**src/rtl/tec_pkg.sv**
```systemverilog
package tec_pkg;

   // ---------------------------------------------------------------
   // register map (byte addresses)
   // ---------------------------------------------------------------
   localparam logic [7:0] CTRL_OFS = 8'h00;
   localparam logic [7:0] CNTL_OFS = 8'h04;
   localparam logic [7:0] CNTH_OFS = 8'h08;
   localparam logic [7:0] STAT_OFS = 8'h0C;

   // ---------------------------------------------------------------
   // field positions
   // ---------------------------------------------------------------
   localparam int PSC_LSB    = 0;
   localparam int EDGE_BIT   = 3;
   localparam int RUN_BIT    = 4;
   localparam int CLKSEL_BIT = 5;
   localparam int MODE_LSB   = 6;
   localparam int FLAG_BIT   = 0;
   localparam int IEN_BIT    = 1;

   // ---------------------------------------------------------------
   // reset values and counts
   // ---------------------------------------------------------------
   localparam logic [7:0]  CTRL_RST   = 8'h00;
   localparam logic [15:0] CNT_RST    = 16'h0000;
   localparam logic [15:0] CNT_ONES   = 16'hFFFF;
   localparam int          SYS_DIV    = 4;
   localparam logic [1:0]  SYS_DIV_M1 = 2'(SYS_DIV - 1);

   typedef enum logic [1:0] {
      MODE_UNUSED = 2'h0,
      MODE_EVENT  = 2'h1,
      MODE_TIMER  = 2'h2,
      MODE_PWM    = 2'h3
   } tec_mode_t;

   typedef struct packed {
      tec_mode_t  mode;
      logic       clk_sel;
      logic       run;
      logic       edge_sel;
      logic [2:0] psc;
   } tec_ctrl_t;

   typedef enum {
      PW_IDLE,
      PW_COUNT,
      PW_DONE
   } tec_pw_t;

endpackage : tec_pkg

```
**src/rtl/tec_prescaler.sv**
```systemverilog
`timescale 1ns/1ps
module tec_prescaler
(
   input  wire logic       pclk,
   input  wire logic       presetn,
   input  wire logic       tick_in,
   input  wire logic [2:0] sel,
   output logic            tick_out
);

   typedef struct packed {
      logic [6:0] div;
   } tec_psc_st_t;

   tec_psc_st_t st_q;
   tec_psc_st_t st_d;

   // ---------------------------------------------------------------
   // divide tick by 2**sel
   // ---------------------------------------------------------------
   always_comb
   begin
      st_d = st_q;
      if (tick_in)
      begin
         st_d.div = st_q.div + 7'h01;
      end
   end

   always_comb
   begin
      tick_out = tick_in & ((st_q.div & ((7'h01 << sel) - 7'h01)) == 7'h00);
   end

   always_ff @(posedge pclk or negedge presetn)
   begin
      if (!presetn)
      begin
         st_q <= '0;
      end
      else
      begin
         st_q <= st_d;
      end
   end

endmodule : tec_prescaler

```
**src/rtl/tec_timer.sv**
```systemverilog
`timescale 1ns/1ps
// Operation
// - prescale code divides internal clock by 2**code, 000 none to 111 by 128
// - event mode: edge bit set counts falling edges, clear counts rising
// - pulse mode: edge bit set measures high, clear measures low
// - run bit 4 gates counting
// - bit 5 picks system clock / 4 or low-frequency clock
// - bits 7..6 select event, timer or pulse-width mode; 00 unused
// - event mode counts pin edges; timer and pulse modes use internal clock
// - count upward until passing all ones
// - overflow reloads from preload and sets the flag
// - pulse mode counts between transitions then clears run bit
// - after one measurement the count holds until run set again
// - pulse measurement starts on transitions, not levels
// - overflow in pulse mode reloads and flags too
// - run bit never self-clears in event or timer mode
// - overflow is a wake-up source
// - cleared interrupt enable blocks overflow interrupt
// - preload write while stopped also loads counter
// - preload write while running only updates preload
// - counter read blocks counting during its setup and access cycles
// - low byte write buffered; high byte write transfers both
// - high byte read latches both; low byte read returns buffer
module tec_timer
(
   input  wire logic        pclk,
   input  wire logic        presetn,
   input  wire logic        psel,
   input  wire logic        penable,
   input  wire logic        pwrite,
   input  wire logic [7:0]  paddr,
   input  wire logic [31:0] pwdata,
   output logic [31:0]      prdata,
   output logic             pready,
   output logic             pslverr,
   input  wire logic        timer_pin,
   input  wire logic        lf_clk,
   input  wire logic        irq_ack,
   output logic             irq,
   output logic             wakeup
);

   typedef struct packed {
      logic [1:0]         pin_sync;
      logic               pin_prev;
      logic [1:0]         lf_sync;
      logic               lf_prev;
      logic [1:0]         sys_div;
      tec_pkg::tec_ctrl_t ctrl;
      logic [15:0]        cnt;
      logic [15:0]        preload;
      logic [7:0]         wr_buf;
      logic [7:0]         rd_buf;
      logic               flag;
      logic               ien;
      tec_pkg::tec_pw_t   pw;
      logic [31:0]        rdata;
      logic               wake;
   } tec_st_t;

   tec_st_t    st_q;
   tec_st_t    st_d;
   logic       int_tick;
   logic       base_tick;
   logic       pin_rise;
   logic       pin_fall;
   logic       ev_edge;
   logic       start_edge;
   logic       stop_edge;
   logic       cnt_tick;
   logic       ovf;
   logic       acc;
   logic       wr;
   logic       rd;
   logic       rd_cnt;
   logic       lf_rise;

   // ---------------------------------------------------------------
   // pin and clock edge detection
   // ---------------------------------------------------------------
   assign pin_rise = st_q.pin_sync[1] & ~st_q.pin_prev;
   assign pin_fall = ~st_q.pin_sync[1] & st_q.pin_prev;
   assign lf_rise  = st_q.lf_sync[1] & ~st_q.lf_prev;
   assign ev_edge  = st_q.ctrl.edge_sel ? pin_fall : pin_rise;
   assign start_edge = st_q.ctrl.edge_sel ? pin_rise : pin_fall;
   assign stop_edge  = st_q.ctrl.edge_sel ? pin_fall : pin_rise;

   // internal source: system clock / 4 or low-frequency clock
   assign base_tick = st_q.ctrl.clk_sel ? lf_rise
                                        : (st_q.sys_div == tec_pkg::SYS_DIV_M1);

   tec_prescaler u_psc
   (
      .pclk     (pclk),
      .presetn  (presetn),
      .tick_in  (base_tick),
      .sel      (st_q.ctrl.psc),
      .tick_out (int_tick)
   );

   // ---------------------------------------------------------------
   // bus decode
   // ---------------------------------------------------------------
   assign acc     = psel & penable;
   assign wr      = acc & pwrite;
   assign rd      = psel & ~penable & ~pwrite;
   assign rd_cnt  = psel & ~pwrite & ((paddr == tec_pkg::CNTL_OFS) |
                                     (paddr == tec_pkg::CNTH_OFS));
   assign pready  = 1'b1;
   assign prdata  = st_q.rdata;
   assign irq     = st_q.flag & st_q.ien;
   assign wakeup  = st_q.wake;

   // ---------------------------------------------------------------
   // counting source selection
   // ---------------------------------------------------------------
   always_comb
   begin
      cnt_tick = 1'b0;
      case (st_q.ctrl.mode)
         tec_pkg::MODE_EVENT:  cnt_tick = ev_edge;
         tec_pkg::MODE_TIMER:  cnt_tick = int_tick;
         tec_pkg::MODE_PWM:    cnt_tick = int_tick & (st_q.pw == tec_pkg::PW_COUNT);
         default:              cnt_tick = 1'b0;
      endcase
      cnt_tick = cnt_tick & st_q.ctrl.run & ~rd_cnt;
   end

   assign ovf = cnt_tick & (st_q.cnt == tec_pkg::CNT_ONES);

   // ---------------------------------------------------------------
   // next state
   // ---------------------------------------------------------------
   always_comb
   begin
      st_d          = st_q;
      st_d.pin_sync = {st_q.pin_sync[0], timer_pin};
      st_d.pin_prev = st_q.pin_sync[1];
      st_d.lf_sync  = {st_q.lf_sync[0], lf_clk};
      st_d.lf_prev  = st_q.lf_sync[1];
      st_d.sys_div  = st_q.sys_div + 2'h1;
      st_d.wake     = ovf;

      // counting
      if (ovf)
      begin
         st_d.cnt = st_q.preload;
      end
      else if (cnt_tick)
      begin
         st_d.cnt = st_q.cnt + 16'h0001;
      end

      // pulse-width sequencing
      if (st_q.ctrl.mode == tec_pkg::MODE_PWM && st_q.ctrl.run)
      begin
         case (st_q.pw)
            tec_pkg::PW_IDLE:
            begin
               if (start_edge)
               begin
                  st_d.pw = tec_pkg::PW_COUNT;
               end
            end
            tec_pkg::PW_COUNT:
            begin
               if (stop_edge)
               begin
                  st_d.pw       = tec_pkg::PW_DONE;
                  st_d.ctrl.run = 1'b0;
               end
            end
            default:
            begin
               st_d.pw = st_q.pw;
            end
         endcase
      end
      else if (!st_q.ctrl.run)
      begin
         st_d.pw = st_q.pw;
      end

      // register reads
      if (rd)
      begin
         st_d.rdata = 32'h0000_0000;
         if (paddr == tec_pkg::CTRL_OFS)
         begin
            st_d.rdata[7:0] = st_q.ctrl;
         end
         else if (paddr == tec_pkg::CNTH_OFS)
         begin
            st_d.rdata[7:0] = st_q.cnt[15:8];
            st_d.rd_buf     = st_q.cnt[7:0];
         end
         else if (paddr == tec_pkg::CNTL_OFS)
         begin
            st_d.rdata[7:0] = st_q.rd_buf;
         end
         else if (paddr == tec_pkg::STAT_OFS)
         begin
            st_d.rdata[tec_pkg::FLAG_BIT] = st_q.flag;
            st_d.rdata[tec_pkg::IEN_BIT]  = st_q.ien;
         end
      end

      // register writes
      if (wr)
      begin
         if (paddr == tec_pkg::CTRL_OFS)
         begin
            st_d.ctrl = pwdata[7:0];
            if (pwdata[tec_pkg::RUN_BIT])
            begin
               st_d.pw = tec_pkg::PW_IDLE;
            end
         end
         else if (paddr == tec_pkg::CNTL_OFS)
         begin
            st_d.wr_buf = pwdata[7:0];
         end
         else if (paddr == tec_pkg::CNTH_OFS)
         begin
            st_d.preload = {pwdata[7:0], st_q.wr_buf};
            if (!st_q.ctrl.run)
            begin
               st_d.cnt = {pwdata[7:0], st_q.wr_buf};
            end
         end
         else if (paddr == tec_pkg::STAT_OFS)
         begin
            st_d.ien = pwdata[tec_pkg::IEN_BIT];
            if (pwdata[tec_pkg::FLAG_BIT])
            begin
               st_d.flag = 1'b0;
            end
         end
      end
      if (irq_ack)
      begin
         st_d.flag = 1'b0;
      end
      if (ovf)
      begin
         st_d.flag = 1'b1;
      end
   end

   always_ff @(posedge pclk or negedge presetn)
   begin
      if (!presetn)
      begin
         st_q         <= '0;
         st_q.ctrl    <= tec_pkg::CTRL_RST;
         st_q.cnt     <= tec_pkg::CNT_RST;
         st_q.preload <= tec_pkg::CNT_RST;
         st_q.pw      <= tec_pkg::PW_IDLE;
      end
      else
      begin
         st_q <= st_d;
      end
   end

   assign pslverr = 1'b0;

   // ---------------------------------------------------------------
   // assertions
   // ---------------------------------------------------------------
   property p_ovf_reload;
      @(posedge pclk) disable iff (!presetn)
      ovf |=> (st_q.cnt == $past(st_q.preload)) && st_q.flag;
   endproperty
   a_ovf_reload: assert property (p_ovf_reload) else $error("no reload on overflow");

   property p_stop_hold;
      @(posedge pclk) disable iff (!presetn)
      (!st_q.ctrl.run && !wr) |=> st_q.cnt == $past(st_q.cnt);
   endproperty
   a_stop_hold: assert property (p_stop_hold) else $error("count moved while stopped");

   property p_read_block;
      @(posedge pclk) disable iff (!presetn)
      (rd_cnt && !wr) |=> st_q.cnt == $past(st_q.cnt);
   endproperty
   a_read_block: assert property (p_read_block) else $error("count moved during read");

   property p_pw_clear;
      @(posedge pclk) disable iff (!presetn)
      (st_q.ctrl.mode == tec_pkg::MODE_PWM && st_q.ctrl.run && st_q.pw == tec_pkg::PW_COUNT
       && stop_edge && !wr) |=> !st_q.ctrl.run;
   endproperty
   a_pw_clear: assert property (p_pw_clear) else $error("run not cleared");

   property p_no_selfclear;
      @(posedge pclk) disable iff (!presetn)
      (st_q.ctrl.run && st_q.ctrl.mode != tec_pkg::MODE_PWM && !wr) |=> st_q.ctrl.run;
   endproperty
   a_no_selfclear: assert property (p_no_selfclear) else $error("run self-cleared");

   property p_irq_mask;
      @(posedge pclk) disable iff (!presetn)
      !st_q.ien |-> !irq;
   endproperty
   a_irq_mask: assert property (p_irq_mask) else $error("masked irq");

   property p_wake;
      @(posedge pclk) disable iff (!presetn)
      ovf |=> wakeup ##1 !wakeup || ovf;
   endproperty
   a_wake: assert property (p_wake) else $error("no wake pulse");

   property p_stopped_load;
      @(posedge pclk) disable iff (!presetn)
      (wr && paddr == tec_pkg::CNTH_OFS && !st_q.ctrl.run)
      |=> st_q.cnt == {$past(pwdata[7:0]), $past(st_q.wr_buf)};
   endproperty
   a_stopped_load: assert property (p_stopped_load) else $error("load missed");

   property p_flag_sticky;
      @(posedge pclk) disable iff (!presetn)
      (st_q.flag && !irq_ack && !wr) |=> st_q.flag;
   endproperty
   a_flag_sticky: assert property (p_flag_sticky) else $error("flag dropped");

   property p_event_count;
      @(posedge pclk) disable iff (!presetn)
      (st_q.ctrl.mode == tec_pkg::MODE_EVENT && st_q.ctrl.run && ev_edge && !rd_cnt && !wr
       && st_q.cnt != tec_pkg::CNT_ONES) |=> st_q.cnt == $past(st_q.cnt) + 16'h0001;
   endproperty
   a_event_count: assert property (p_event_count) else $error("event edge not counted");

   property p_level_no_start;
      @(posedge pclk) disable iff (!presetn)
      (st_q.pw == tec_pkg::PW_IDLE && !start_edge && !wr) |=> st_q.pw == tec_pkg::PW_IDLE;
   endproperty
   a_level_no_start: assert property (p_level_no_start) else $error("started on a level");

   property p_unused_mode;
      @(posedge pclk) disable iff (!presetn)
      (st_q.ctrl.mode == tec_pkg::MODE_UNUSED && !wr) |=> st_q.cnt == $past(st_q.cnt);
   endproperty
   a_unused_mode: assert property (p_unused_mode) else $error("count moved in unused mode");

endmodule : tec_timer

```
**config.mk**
```make
export PLATFORM = sky130hd
export DESIGN_NAME = tec_timer
export DESIGN_NICKNAME = d
export VERILOG_FILES = /design/src/rtl/tec_pkg.sv /design/src/rtl/tec_prescaler.sv /design/src/rtl/tec_timer.sv
export SDC_FILE = /design/constraint.sdc
export NUM_CORES = 1
export LEC_CHECK = 0
export ABC_AREA = 1
export BUFFER_PORTS_ARGS = -buffer_cell sky130_fd_sc_hd__buf_2
export CAP_MARGIN = 40
export CORE_UTILIZATION = 30
export CTS_CLUSTER_DIAMETER = 200
export DETAILED_ROUTE_END_ITERATION = 8
export PLACE_DENSITY = 0.51
export SLEW_MARGIN = 10
export SYNTH_ARGS = -nofsm -noshare
export SYNTH_HDL_FRONTEND = slang
export SYNTH_SLANG_ARGS = --single-unit
```
**constraint.sdc**
```tcl
create_clock -name pclk -period 2.5 [get_ports pclk]
set_clock_uncertainty 0.15 [all_clocks]
set_input_delay 0.125 -clock pclk [delete_from_list [all_inputs] [get_ports pclk]]
set_output_delay 0.125 -clock pclk [all_outputs]
set_load 0.02 [all_outputs]
```
# After elaboration in Yosys (flattened, before gate mapping)
# Cells that the tools add are included.
[word_totals] regBits=114 latch_bits=0 ram_bits=0 mem_bits_ro=0 out_inout_bits=36 word_cells=112 memories=0
[classes] add_sub_neg=4 multipliers=0 div=0 order_cmp=0 n_eq_ne=13 n_shift=1 muxes=35 bitwise_logic=26 n_reduce_logical=13
[ops] cell="$mux W32" count=7
[ops] cell="$pmux W32 S2" count=1
[ops] cell="$mux W16" count=3
[ops] cell="$mux W45" count=1
[ops] cell="$mux W40" count=1
[ops] cell="$mux W34" count=1
[ops] cell="$eq A32 B1 Y1 const B" count=1
[ops] cell="$eq A32 B2 Y1 const B" count=1
[ops] cell="$logic_not A32 Y1" count=1
[ops] cell="$mux W8" count=3
[ops] cell="$add A16 B1 Y16 const B" count=1
[ops] cell="$eq A16 B16 Y1 const B" count=1
[ops] cell="$eq A8 B4 Y1 const B" count=2
[ops] cell="$and A1 B1 Y1" count=15
[ops] cell="$mux W2" count=6
[ops] cell="$mux W1" count=9
[ops] cell="$ne A3 B3 Y1 const B" count=3
[ops] cell="$not A1 Y1" count=9
[ops] cell="$reduce_bool A3 Y1" count=3
[ops] cell="$eq A8 B3 Y1 const B" count=1
[ops] cell="$logic_not A8 Y1" count=1
[ops] cell="$add A7 B1 Y7 const B" count=1
[ops] cell="$and A7 B7 Y7" count=1
[ops] cell="$logic_not A7 Y1" count=1
[ops] cell="15 further kinds" count=18

# Longest topological paths before layout
[depth] depth_word=16 ltp_mapped=16 depth_no_buf=15

# By module
# From an unflattened synthesis, not the netlist that was laid out.
[hier_totals] hier_cells=788 hier_area_um2=5992.0
[modules_own_cells] module="tec_timer" instances=1 cells_each=735 area_per_inst_um2=5589.1 seq_area_each_um2=2677.6
[modules_own_cells] module="tec_prescaler" instances=1 cells_each=53 area_per_inst_um2=402.9 seq_area_each_um2=175.2

# Least setup slack after synthesis
# Ideal clock, no wire load.
[synth_timing] path_type="register to register" start="register st_q, in the netlist st_d[128]" end="register st_q[103] in the netlist's numbering" setup_ns=0.113 t_arrival_ns=1.581 required_time_ns=2.237 slack_ns=0.656 path_stages_with_launch=15 path_buffers=1 path_cell_list="dfrtp_1 > nand3b_1 > nand2_1 > nand2_1 > nand2_1 > nand2_2 > nor2_8 > nand3_4 > buf_6 > nand2_1 > nand2_1 > inv_1 > nand3_1 > nand2_1 > inv_1"
[synth_lines] element="start: declaration" line_no="tec_timer.sv:61" rtl="tec_st_t st_q;"
[synth_lines] element="start signal: assignment" line_no="tec_timer.sv:262" rtl="st_q <= st_d;"

==> results.md <==
- Post-layout util: 0.360
- Slew Limit Fails: 0
- Seq pwr share: 0.440
- Synth top cells by count: nand2_1, inv_1, dfrtp_1
- Final setup viols: 0
- Combinational power share: 0.074
- Gp weighted congestion: about 0.83
- Die width: 143 um
- TNS Setup: 0 ns
- Max-cap violations: 0
- Initial DRC count: 335
- Residual DRC: 0
- Root Driver: clkbuf_16
- Area leader, netlist: dfrtp_1
- Fraction of layout cells with a size suffix above 1: 0.133
- Post-Synth XOR/XNOR Area: 0.0280
- DR pass1 iterations: 7
- Vias in the first global route: 4450
- Nets@finish: 882
- Compound-cell area share of the yosys netlist: 0.0618
- Total Power: between 4000 and 5000 uW
- Hpwl dp: 10100 um
- Number of distinct library cells after synthesis: 36
- Slew margin rel.: 0.653
- Smallest hold slack: 0.0355 ns
- Num rows: 51
- Global-route wire length before repair: 23700 um
- Number of synthesized flops with an enable pin: 0
- Post-CTS Resized: 0
- Int Pwr: 3300 uW
- TritonCTS clock tree: built
- Mean Syn Cell Area: between 7 and 8 sq um
- Worst-margin pin slew: 0.520 ns
- Clock share of power: 0.486
- Leakage power total: 0.00381 uW
- CTS clk-pin slew, worst paths: 0.06 ns
- Post-synthesis mux area share: 0.00379
- Post-synth ARST share: 1.00
- Worst EP required: approximately 2.7 ns
- Inserted Diodes: 0
- # clock sinks: ~110
- Area share of and/or/nand/nor cells after synthesis: 0.265
- Startpoint Class: flop
- Vias/cell: 4.27
- Final Hold Viols: 0
- Yosys warning count: 0
- Die span in y: 143 um
- Post-route clock period utilization: 0.858
- I/O Pins: 84
- Routed wire length: 14200 um
- Total gr overflow: 0
- CP arrival: 2.36 ns
- RSZ-0062 raised after global routing: no
- Flops & latches, synth: approximately 110
- Port bufs: 33
- Synth Instances: 775
- Area contributors post-synth: dfrtp_1, nand2_1, inv_1, buf_4, nand4_1
- Status: complete, no violations
- Initial antenna violation count: 0
- Switch share: 0.268
- Synth top area share: 0.479
- Pwr/cell area: roughly 640 nW/um^2
- Worst skew pair latency: 0.43 ns
- Antenna viol nets, final: 0
- Synth Flop Type: dfrtp_1
- Via count: 4734
- Crit end category: flop
- Initial core utilization: 0.306
- Post-Synth Adder-Cell Area: 0.00631
- Max VDD drop: roughly 0.44 mV
- Sequential share of the synthesized area: 0.479
- CP Class: flop to flop
- Peak Freq: ~470 MHz
- Num CTS Buffers: 17
- Hold Crit Class: primary input to flop
- Core area: 19500 sq um
- Tmin final: between 2 and 2.5 ns
- Area delta synth->final: 17.8%
- CP Max Fanout: 11
- CTS HTree Levels: 4
- Die ar.: 20400 sq um
- Switch Pwr: 1200 uW
- Synth Cell Area: 5950 sq um
- Largest family of logic cells by synthesized area: simple AND/OR/NAND/NOR gates
- Largest net degree at the start of global routing: 50
- Avg WL per Cell: 12.8 um
- GRT Overall Usage: 0.155
- CTS Buffer Depth: 2
- Most frequent cell after synthesis: nand2_1
## power groups by stage
stage,Sequential (uW),Combinational (uW),Clock [uW]
final,1980,332,2190
after global routing,1990,379,2340
after CTS,1980,337,2250
after detailed placement,2010,322,0
after global placement,2010,318,0
after floorplan,1990,250,0
## worst max-delay path: stages (launching register included)
cell	delay, ns
dfrtp_1	0.42
nand3b_1	0.19
nand2_1	0.09
nand2_1	0.05
nand2_1	0.07
nand2_2	0.09
nor2_8	0.23
nand3_4	0.12
buf_4	0.20
nor2_2	0.13
nand3_1	0.15
nand2_1	0.09
nand3_1	0.06
nand2_1	0.06
## final cells by class
type	count	area, sq um
timing repair buffer	64	443
inverter	153	574
tap	265	332
clock buffer	17	425
sequential	114	2850
multi-input combinational	481	2270
clock inverter	15	113
fill	2071	12500
## placed cells by master, fill, tap and decap left out, drive strengths merged, types with 3 or more instances in the layout
cell,count
dlygate4sd3,12
o221ai,5
ha,3
a21oi,7
nor2,46
o21ai,46
dfrtp,114
nand3,33
xnor2,3
o211ai,3
clkinvlp,5
nand4,27
xor2,16
buf,52
nand2,245
clkinv,7
conb,26
inv,156
clkbuf,17
nor3,10
## worst paths after layout
kind / slack (ns) / cells after the start / to / start
worst max-delay path: 0.35 / 13 / st_q[100]$_DFF_PN0_ / st_d[128]$_DFF_PN0_
worst min-delay path: 0.04 / 5 / st_q[65]$_DFFE_PN0P_ / psel
worst max register to register: 0.35 / 13 / st_q[100]$_DFF_PN0_ / st_d[128]$_DFF_PN0_
worst min register to register: 0.21 / 0 / st_d[125]$_DFF_PN0_ / st_d[127]$_DFF_PN0_
max in group asynchronous: 1.33 / 3 / st_q[96]$_DFFE_PN0P_ / presetn
min in group asynchronous: 0.05 / 2 / st_q[36]$_DFF_PN0_ / presetn
## flip-flops by register name, summed over array words and instances (netlist names)
signal / flops
st_q: 94
prdata: 8
u_psc.st_q: 7
st_d: 4
wakeup: 1
## stage by stage
stage,area [sq um],setup WS [ns],cells
floorplan,6040,0.656,799
global placement,6350,0.415,1065
detailed placement,6350,0.370,1065
CTS,7010,0.358,1109
global route,7010,0.166,1109
finish,7010,0.354,1109
## cell families (layout without fill, tap and decap cells)
kind of cell    Yosys count  count (layout)
compound gates           65              65
xor+xnor                 19              19
fa+ha+maj                 3               3
buf+inv                 204             249
flops                   114             114
mux                       2               2
other cells               2              26
simple gates            366             366
## repair_timing
action / CTS / global route
endpoints found under the hold margin: 113 / 0
buffers inserted: 0 / 0
hold buffers: 12 / 0
## metal layers
metal,up-vias,global-route usage,share of wire
met1,2159,0.227,0.53
li1,2421,-,-
met4,0,0.0583,0.018
met5,-,0,0
met2,132,0.217,0.40
met3,22,0.0376,0.050
No activity file was read; power rests on OpenSTA's default activity.
